<file path="config.mk">
export PLATFORM = sky130hd
export DESIGN_NAME = tdd_device_flat
export DESIGN_NICKNAME = d
export VERILOG_FILES = /design/src/pkg/tdd_pkg.sv /design/src/pkg/tdd_link_if.sv /design/src/hdl/tdd_device.sv /design/src/flat_wrapper.sv
export VERILOG_INCLUDE_DIRS = /design/src /design/src/pkg
export SDC_FILE = /design/constraint.sdc
export NUM_CORES = 2
export LEC_CHECK = 0
export ABC_AREA = 1
export BUFFER_PORTS_ARGS = -buffer_cell sky130_fd_sc_hd__buf_4
export CELL_PAD_IN_SITES_DETAIL_PLACEMENT = 0
export CELL_PAD_IN_SITES_GLOBAL_PLACEMENT = 2
export CORE_MARGIN = 5
export CORE_UTILIZATION = 40
export DETAILED_ROUTE_END_ITERATION = 7
export GPL_ROUTABILITY_DRIVEN = 1
export PLACE_DENSITY = 0.77
export SLEW_MARGIN = 20
export SYNTH_ARGS = -nofsm -noshare
export SYNTH_HDL_FRONTEND = slang
export SYNTH_SLANG_ARGS = --single-unit
</file>
<file path="constraint.sdc">
create_clock -name clk -period 6.3 [get_ports clk]
set_clock_uncertainty 0.1 [all_clocks]
set_input_delay 0.63 -clock clk [delete_from_list [all_inputs] [get_ports clk]]
set_output_delay 0.63 -clock clk [all_outputs]
set_load 0.05 [all_outputs]
</file>
<file path="src/pkg/tdd_regs.svh">
// Descriptor field positions, register offsets and reset values
`ifndef TDD_REGS_SVH
`define TDD_REGS_SVH

// Dword 0 fields
`define TDD_KSP_HI        31
`define TDD_KSP_LO        6
`define TDD_BLK_HI        3
`define TDD_BLK_LO        0

// Dword 1 fields
`define TDD_CLEN_HI       31
`define TDD_CLEN_LO       26
`define TDD_COFS_HI       25
`define TDD_COFS_LO       20
`define TDD_SPF_BIT       18
`define TDD_PRIO_BIT      17
`define TDD_FP_BIT        16
`define TDD_ILL_BIT       13
`define TDD_MSK_BIT       11
`define TDD_SWE_BIT       7

// Thread control word positions
`define TDD_TCW_ILL       12
`define TDD_TCW_MSK       11
`define TDD_TCW_SWE       13

// Remap applies to indices 0 up to this value
`define TDD_REMAP_LAST    5'h0F

// Register offsets (byte addresses), remap window select for address bits 7:6, control enable bit
`define TDD_REG_CTRL      8'h00
`define TDD_REG_GSBASE    8'h04
`define TDD_REG_STATUS    8'h08
`define TDD_REG_COUNT     8'h0C
`define TDD_REG_REMAP_SEL 2'h1
`define TDD_CTRL_EXT_BIT  0

// Reset values
`define TDD_CTRL_RST      1'h0
`define TDD_GSBASE_RST    32'h0000_0000

// Cycles from launch to dispatch pulse
`define TDD_DISP_LAT      1

`endif

</file>
<file path="src/pkg/tdd_pkg.sv">
// Types shared by both ends of the thread descriptor link
`default_nettype none

package tdd_pkg;

    typedef logic [4:0]  tdd_index_type;
    typedef logic [31:0] tdd_dword_type;

    typedef struct packed {
        logic          ext_sel;
        logic [31:0]   gs_base;
        tdd_index_type last_index;
        logic          last_remapped;
        logic [15:0]   launch_count;
        logic [31:0]   rdata;
        logic          disp_valid;
        tdd_index_type disp_index;
        logic [31:0]   disp_fetch_addr;
        logic [4:0]    disp_reg_blocks;
        logic [5:0]    disp_const_len;
        logic [5:0]    disp_const_ofs;
        logic          disp_single_flow;
        logic          disp_fp_alt;
        logic [15:0]   disp_thread_ctrl;
    } tdd_dev_state_type;

    typedef struct packed {
        logic          store_valid;
        tdd_index_type store_index;
        tdd_dword_type store_dw0;
        tdd_dword_type store_dw1;
        logic          launch_valid;
        tdd_index_type launch_index;
    } tdd_host_state_type;

endpackage

`default_nettype wire

</file>
<file path="src/pkg/tdd_link_if.sv">
// Link between the record builder and the descriptor decoder
`timescale 1ns/1ps
`default_nettype none

interface tdd_link_if;
    import tdd_pkg::*;

    logic          store_valid;
    tdd_index_type store_index;
    tdd_dword_type store_dw0;
    tdd_dword_type store_dw1;
    logic          launch_valid;
    tdd_index_type launch_index;

    modport host (
        output store_valid,
        output store_index,
        output store_dw0,
        output store_dw1,
        output launch_valid,
        output launch_index
    );

    modport dev (
        input  store_valid,
        input  store_index,
        input  store_dw0,
        input  store_dw1,
        input  launch_valid,
        input  launch_index
    );

endinterface

`default_nettype wire

</file>
<file path="src/hdl/tdd_device.sv">
// Thread descriptor decoder: remap, table, field decode, dispatch
//
// Function
// - Extended state, index 0-15: remap index
// - No extended state: use index directly
// - Dword0 31:6 plus base gives fetch
// - Dword0 3:0 is block count minus one
// - Builder keeps block field LSB zero
// - Builder rounds registers up to eight
// - Dword1 31:26 length; zero ignores offset
// - Dword1 25:20 is constant read offset
// - Bit 18 one selects single flow
// - Builder writes priority bit as zero
// - Bit 16 selects IEEE or alternate
// - Bit 13 goes to control bit 12
// - Bit 11 goes to control bit 11
// - Bit 7 goes to control bit 13
// - Builder keeps kernels below 4G
//
// Chosen here: strobed register access and the address map.
`timescale 1ns/1ps
`default_nettype none
`include "tdd_regs.svh"

module tdd_device (
    // Clock and reset
    input  wire logic                clk,
    input  wire logic                rst,
    // Link from the record builder
    tdd_link_if.dev                  link,
    // Software register port
    input  wire logic [7:0]          reg_addr,
    input  wire logic [31:0]         reg_wdata,
    input  wire logic                reg_wr,
    input  wire logic                reg_rd,
    output logic [31:0]              reg_rdata,
    // Dispatch parameters toward the execution cores
    output logic                     disp_valid,
    output tdd_pkg::tdd_index_type   disp_index,
    output logic [31:0]              disp_fetch_addr,
    output logic [4:0]               disp_reg_blocks,
    output logic [5:0]               disp_const_len,
    output logic [5:0]               disp_const_ofs,
    output logic                     disp_single_flow,
    output logic                     disp_fp_alt,
    output logic [15:0]              disp_thread_ctrl
);
    import tdd_pkg::*;

    tdd_dev_state_type s_q;
    tdd_dev_state_type s_d;

    // Descriptor table and remap table
    // Tables are not reset: an unstored slot reads unknown data
    tdd_dword_type dw0_mem [0:31];
    tdd_dword_type dw1_mem [0:31];
    tdd_index_type remap_mem [0:15];

    logic          remap_hit;
    tdd_index_type use_index;
    tdd_dword_type dw0;
    tdd_dword_type dw1;
    logic          remap_wr;
    logic [3:0]    remap_sel;
    logic [31:0]   rd_word;

    // Fields of the resolved record
    logic [25:0]   kernel_ofs;
    logic [3:0]    blk_code;
    logic [5:0]    const_len;
    logic [5:0]    const_ofs;
    logic          flow_bit;
    logic          fp_bit;
    logic [15:0]   tcw;

    // Remap entry n sits at byte offset 40h plus four times n
    assign remap_sel = reg_addr[5:2];
    assign remap_wr  = reg_wr && (reg_addr[7:6] == `TDD_REG_REMAP_SEL);

    // Only defined fields are pulled out; reserved bits go nowhere
    assign kernel_ofs = dw0[`TDD_KSP_HI:`TDD_KSP_LO];
    assign blk_code   = dw0[`TDD_BLK_HI:`TDD_BLK_LO];
    assign const_len  = dw1[`TDD_CLEN_HI:`TDD_CLEN_LO];
    assign const_ofs  = dw1[`TDD_COFS_HI:`TDD_COFS_LO];
    assign flow_bit   = dw1[`TDD_SPF_BIT];
    assign fp_bit     = dw1[`TDD_FP_BIT];

    // Thread control word; the illegal and software enables land on shifted positions
    for (genvar b = 0; b < 16; b++) begin : g_tcw
        if (b == `TDD_TCW_ILL) begin : g_ill
            assign tcw[b] = dw1[`TDD_ILL_BIT];
        end else if (b == `TDD_TCW_MSK) begin : g_msk
            assign tcw[b] = dw1[`TDD_MSK_BIT];
        end else if (b == `TDD_TCW_SWE) begin : g_swe
            assign tcw[b] = dw1[`TDD_SWE_BIT];
        end else begin : g_zero
            assign tcw[b] = 1'b0;
        end
    end

    always_ff @(posedge clk) begin
        if (link.store_valid) begin
            dw0_mem[link.store_index] <= link.store_dw0;
            dw1_mem[link.store_index] <= link.store_dw1;
        end
        if (remap_wr) begin
            remap_mem[remap_sel] <= reg_wdata[4:0];
        end
    end

    // Index resolution
    always_comb begin
        remap_hit = s_q.ext_sel
                    && (link.launch_index <= `TDD_REMAP_LAST);
        if (remap_hit) begin
            use_index = remap_mem[link.launch_index[3:0]];
        end else begin
            use_index = link.launch_index;
        end
        dw0 = dw0_mem[use_index];
        dw1 = dw1_mem[use_index];
    end

    // Read mux, kept apart so that the strobe alone gates the data
    always_comb begin
        rd_word = 32'h0000_0000;
        if (reg_addr == `TDD_REG_CTRL) begin
            rd_word[`TDD_CTRL_EXT_BIT] = s_q.ext_sel;
        end else if (reg_addr == `TDD_REG_GSBASE) begin
            rd_word = s_q.gs_base;
        end else if (reg_addr == `TDD_REG_STATUS) begin
            rd_word[4:0] = s_q.last_index;
            rd_word[8]   = s_q.last_remapped;
        end else if (reg_addr == `TDD_REG_COUNT) begin
            rd_word[15:0] = s_q.launch_count;
        end else if (reg_addr[7:6] == `TDD_REG_REMAP_SEL) begin
            rd_word[4:0] = remap_mem[remap_sel];
        end
    end

    always_comb begin
        s_d            = s_q;
        s_d.disp_valid = 1'b0;

        // Register writes
        if (reg_wr) begin
            if (reg_addr == `TDD_REG_CTRL) begin
                s_d.ext_sel = reg_wdata[`TDD_CTRL_EXT_BIT];
            end else if (reg_addr == `TDD_REG_GSBASE) begin
                s_d.gs_base = reg_wdata;
            end
        end

        // Register reads, data stand in the following cycle only
        s_d.rdata = 32'h0000_0000;
        if (reg_rd) begin
            s_d.rdata = rd_word;
        end

        // Decode; reserved bits are never looked at
        if (link.launch_valid) begin
            s_d.disp_valid    = 1'b1;
            s_d.disp_index    = use_index;
            s_d.last_index    = use_index;
            s_d.last_remapped = remap_hit;
            // Count wraps silently after 65535 launches
            s_d.launch_count  = s_q.launch_count + 16'h0001;
            s_d.disp_fetch_addr = s_q.gs_base + {kernel_ofs, 6'h00};
            s_d.disp_reg_blocks = {1'b0, blk_code} + 5'h01;
            s_d.disp_const_len  = const_len;
            if (const_len == 6'h00) begin
                s_d.disp_const_ofs = 6'h00;
            end else begin
                s_d.disp_const_ofs = const_ofs;
            end
            s_d.disp_single_flow = flow_bit;
            s_d.disp_fp_alt      = fp_bit;
            s_d.disp_thread_ctrl = tcw;
        end
    end

    always_ff @(posedge clk) begin
        // Tables keep their contents through reset
        if (rst) begin
            s_q         <= '0;
            s_q.ext_sel <= `TDD_CTRL_RST;
            s_q.gs_base <= `TDD_GSBASE_RST;
        end else begin
            s_q <= s_d;
        end
    end

    // Read data stand for one cycle after the strobe
    assign reg_rdata        = s_q.rdata;

    // Dispatch pulse lasts one cycle per launch
    assign disp_valid       = s_q.disp_valid;

    // Outputs hold the last dispatch until the next one
    assign disp_index       = s_q.disp_index;
    assign disp_fetch_addr  = s_q.disp_fetch_addr;
    assign disp_reg_blocks  = s_q.disp_reg_blocks;
    assign disp_const_len   = s_q.disp_const_len;
    assign disp_const_ofs   = s_q.disp_const_ofs;
    assign disp_single_flow = s_q.disp_single_flow;
    assign disp_fp_alt      = s_q.disp_fp_alt;
    assign disp_thread_ctrl = s_q.disp_thread_ctrl;

endmodule

`default_nettype wire

</file>
<file path="src/flat_wrapper.sv">
// flat-port wrapper written by rule: the top's interface ports become plain ports
module tdd_device_flat import tdd_pkg::*;
  (clk, rst, reg_addr, reg_wdata, reg_wr, reg_rd, reg_rdata, disp_valid, disp_index, disp_fetch_addr, disp_reg_blocks, disp_const_len, disp_const_ofs, disp_single_flow, disp_fp_alt, disp_thread_ctrl, link_store_valid, link_store_index, link_store_dw0, link_store_dw1, link_launch_valid, link_launch_index);
  tdd_link_if link_i ();
  input  wire logic clk;
  input  wire logic rst;
  input  wire logic [7:0] reg_addr;
  input  wire logic [31:0] reg_wdata;
  input  wire logic reg_wr;
  input  wire logic reg_rd;
  output logic [31:0] reg_rdata;
  output logic disp_valid;
  output tdd_pkg::tdd_index_type disp_index;
  output logic [31:0] disp_fetch_addr;
  output logic [4:0] disp_reg_blocks;
  output logic [5:0] disp_const_len;
  output logic [5:0] disp_const_ofs;
  output logic disp_single_flow;
  output logic disp_fp_alt;
  output logic [15:0] disp_thread_ctrl;
  input wire logic [$bits(link_i.store_valid)-1:0] link_store_valid;
  input wire logic [$bits(link_i.store_index)-1:0] link_store_index;
  input wire logic [$bits(link_i.store_dw0)-1:0] link_store_dw0;
  input wire logic [$bits(link_i.store_dw1)-1:0] link_store_dw1;
  input wire logic [$bits(link_i.launch_valid)-1:0] link_launch_valid;
  input wire logic [$bits(link_i.launch_index)-1:0] link_launch_index;
  assign link_i.store_valid = link_store_valid;
  assign link_i.store_index = link_store_index;
  assign link_i.store_dw0 = link_store_dw0;
  assign link_i.store_dw1 = link_store_dw1;
  assign link_i.launch_valid = link_launch_valid;
  assign link_i.launch_index = link_launch_index;
  tdd_device u_core (.clk(clk), .rst(rst), .link(link_i), .reg_addr(reg_addr), .reg_wdata(reg_wdata), .reg_wr(reg_wr), .reg_rd(reg_rd), .reg_rdata(reg_rdata), .disp_valid(disp_valid), .disp_index(disp_index), .disp_fetch_addr(disp_fetch_addr), .disp_reg_blocks(disp_reg_blocks), .disp_const_len(disp_const_len), .disp_const_ofs(disp_const_ofs), .disp_single_flow(disp_single_flow), .disp_fp_alt(disp_fp_alt), .disp_thread_ctrl(disp_thread_ctrl));
endmodule
</file>
==> reports/metrics.yaml <==
placement:
  place_inst: 8153
  place_congestion: 0.7933
  numPortBuffers: 194
  dp_hpwl_um: 116600
  placed_cell_area_um2: 74560
min_path:
  hold-path-endpoint: "u_core.remap_mem[1][3]$_DFFE_PP_"
  hold_start: "reg_wdata[3]"
  hold_depth: 1
  hold_path.class: "in2reg"
sta:
  final-setup-viol-count: 0
  min_period_ns: 5.567
  grt_setup_unrepaired: "false"
  fmax_ghz: 0.1796
  max_slew_margin_pct: 25.37
  worstMarginPinSlew_ns: 1.117
  fin_crit_sh_pct: 88.37
  finalSetupTns_ns: 0
  drv_slew: 0
  hold_viol_final: 0
critical_path:
  r2r_start: "u_core.s_q[159]$_SDFFE_PP0P_"
  reg2reg_depth: 24
  ff2ff_setup_slack_ns: 0.73
  r2r_end: "u_core.disp_fetch_addr[24]$_SDFFE_PP0P_"
  crit_type: "reg2reg"
  cp-end-kind: "register"
  critPathArrivalTime_ns: 6.15
  critPathMaxFanout: 33
  crit_path_start_kind: "register"
  cp_data_required_time_ns: 6.88
status:
  outcome: "complete, no violations"
clocking:
  numCtsBuffers: 176
  clk_pin_slew_ns: 0.06
  clock-sinks: 1726
  cts_htree_levels: 4
  cts_resized: 0
  root_buffer: "clkbuf_16"
  cts_tree: "yes"
  cts_setup_buffers: 0
  insertion_delay_ns: 0.81
  clockBufferDepth: 3
yosys:
  synth.cell_area_um2: 71220
  synth-async-reset-ratio_pct: 0
  synth_ff_type: "edfxtp_1"
  yosys_warnings: 0
  avgSynthCellArea_um2: 12.01
  netlist_instances: 5931
  ys_seq_area_share_pct: 70.78
  synth.distinct_cells: 56
  ys_ff_latch: 1726
  synth-edff-count: 1584
die:
  die_w_um: 432.0
  dieArea_um2: 186600
  coreArea_um2: 176700
  die_y_um: 432.0
  rows: 154
  io-pin-count: 225
  initial_core_util_pct: 40.31
global_route:
  grt_usage_pct: 22.51
  grt_max_degree: 195
  grt_pass1_wl_um: 309500
  overflow: 0
  grt_pass1_vias: 44440
  antenna_found_initial: 16
routing:
  post_drt_wl_per_cell_um: 25.22
  routed_wl_um: 214800
  vias: 47210
  ant_nets: 0
  drtIter0Drc: 4923
  post-route-drc-count: 0
  drt-pass1-iter-count: 5
  avgViaCountPerCell: 5.543
job:
  maxCapViolCount: 0
power:
  p_per_area_nw_per_um2: 304.8
  ir_drop_v: 0.0002931
  power_mw: 24.50
  leakagePower_nw: 28.28
final_layout:
  finalNonFillerCells: 8516
  area_growth_pct: 12.86
  finalNetCount: 6168
  post-route-cell-area_um2: 80380
  final_util_pct: 45.49
  drive_above_1_share_pct: 10.46
-- report_power, final --
part | switching, mW | leakage (nW) | internal [mW]
Sequential | 0.0535 | 15.4 | 12.6
Clock | 4.35 | 2.69 | 5.74
Combinational | 1.24 | 10.2 | 0.467
Total | 5.64 | 28.3 | 18.9
-- Yosys cell counts (4+ instances only) --
cell type | count | area share [%]
xnor2_1 | 6 | 0.074
buf_2 | 191 | 1.3
a22oi_1 | 215 | 2.3
o221ai_1 | 48 | 0.59
nand2_1 | 1235 | 6.5
buf_4 | 152 | 1.6
nand3_1 | 560 | 3.9
a22o_1 | 8 | 0.098
a31oi_1 | 5 | 0.044
clkbuf_2 | 4 | 0.028
clkbuf_1 | 81 | 0.43
buf_1 | 21 | 0.11
o22ai_1 | 9 | 0.079
o211ai_1 | 79 | 0.83
inv_2 | 5 | 0.026
a21oi_1 | 500 | 3.5
inv_1 | 263 | 1.4
nor2_1 | 314 | 1.7
a31o_2 | 4 | 0.049
ha_1 | 29 | 0.51
o21ai_1 | 16 | 0.11
nor4_1 | 4 | 0.035
nor3_1 | 14 | 0.098
dfxtp_1 | 142 | 4.0
xor2_1 | 8 | 0.098
o41ai_1 | 4 | 0.049
nand4_1 | 51 | 0.45
a32o_1 | 26 | 0.37
o21ai_0 | 278 | 2.0
nand3_2 | 5 | 0.070
edfxtp_1 | 1584 | 67
buf_6 | 27 | 0.43
a21o_1 | 4 | 0.042
-- layer usage --
layer / up-vias / track usage [%] / part of all wire [%]
met2: 1824 / 34.63 / 45
met3: 296 / 3.402 / 7.5
met1: 23580 / 33.45 / 45
li1: 21510 / - / -
met5: - / 0 / 0
met4: 0 / 6.154 / 2.3
-- state kept, by name, indices dropped and copies added, names as in the netlist, 6 cells and up --
name,cells
u_core.disp_const_len,6
u_core.s_q,50
u_core.disp_const_ofs,6
u_core.disp_fetch_addr,32
u_core.dw1_mem,544
u_core.dw0_mem,960
u_core.reg_rdata,32
u_core.remap_mem,80
-- area by class of cell --
cell class / instances / area [um^2]
repair buffers: 375 / 3141
flip-flops and latches: 1726 / 50410
fillers: 15920 / 96310
inverters: 273 / 1059
multi-input cells: 3466 / 17300
diodes: 9 / 22.52
clock buffers: 242 / 4805
well taps: 2340 / 2928
clock inverters: 85 / 724.4
-- cell families after synthesis --
logic type / count (synthesis) / synth area share, %
adders and majority gates: 30 / 0.5376
and+or+nand+nor: 2201 / 12.95
xor gates and xnor gates: 14 / 0.1722
AOI/OAI and AO/OA: 1208 / 10.13
DFF: 1726 / 70.78
other: 1 / 0.005265
buffers and inverters: 751 / 5.425
-- cells in the final DEF, fill, tap and decap left out, types with 48 or more instances in the layout --
cell,instances
edfxtp_1,1584
nand2_1,1234
nand3_1,559
a21oi_1,500
buf_4,328
nor2_1,281
o21ai_0,278
inv_1,262
a22oi_1,215
clkbuf_16,181
dfxtp_1,142
o211ai_1,79
clkbuf_1,54
nand4_1,51
o221ai_1,48
-- worst max path at each step --
stage	startpoint	to	slack [ns]	depth (start not counted)
6_report	u_core.s_q[159]$_SDFFE_PP0P_	u_core.disp_fetch_addr[24]$_SDFFE_PP0P_	0.73	24
5_1_grt	u_core.s_q[159]$_SDFFE_PP0P_	u_core.disp_fetch_addr[24]$_SDFFE_PP0P_	0.32	27
4_1_cts	u_core.s_q[159]$_SDFFE_PP0P_	u_core.disp_fetch_addr[24]$_SDFFE_PP0P_	0.73	27
3_5_place_dp	link_launch_index[2]	u_core.disp_fetch_addr[24]$_SDFFE_PP0P_	0.22	25
3_3_place_gp	link_launch_index[2]	u_core.disp_fetch_addr[24]$_SDFFE_PP0P_	0.21	27
2_1_floorplan	link_launch_index[0]	u_core.disp_fetch_addr[24]$_SDFFE_PP0P_	1.19	33
-- what timing repair did --
item,in CTS,in global routing
hold endpoints to repair,38,0
setup endpoints to repair,0,0
hold buffers,27,0
-- through the flow --
| stage | worst slack, ns | hold slack, ns |
|---|---|---|
| 6_report | 0.7328 | 0.07843 |
| 3_5_place_dp | 0.2197 | 0.3452 |
| 3_3_place_gp | 0.2114 | 0.3379 |
| 2_1_floorplan | 1.190 | 0.3271 |
| 4_1_cts | 0.7252 | 0.003972 |
| 5_1_grt | 0.3239 | 0.04880 |
-- worst max-delay path, cell delays in order (launching register included) --
cell and delay [ns]:
dfxtp_1 0.44, nand2_1 0.24, nor2_2 0.37, nand3_1 0.15, nand3_1 0.21, nand2_8 0.13, inv_8 0.19, buf_4 0.45
buf_4 0.45, a21oi_1 0.07, a32o_1 0.22, o211ai_1 0.15, nand3_1 0.10, nand2_1 0.27, ha_1 0.30, a21oi_1 0.20
inv_1 0.06, a21oi_1 0.22, o21ai_0 0.19, a21oi_1 0.26, o21bai_1 0.16, a21oi_1 0.18, xnor2_1 0.08, o21ai_0 0.15
inv_1 0.06
(Power assumes the default switching activity.)
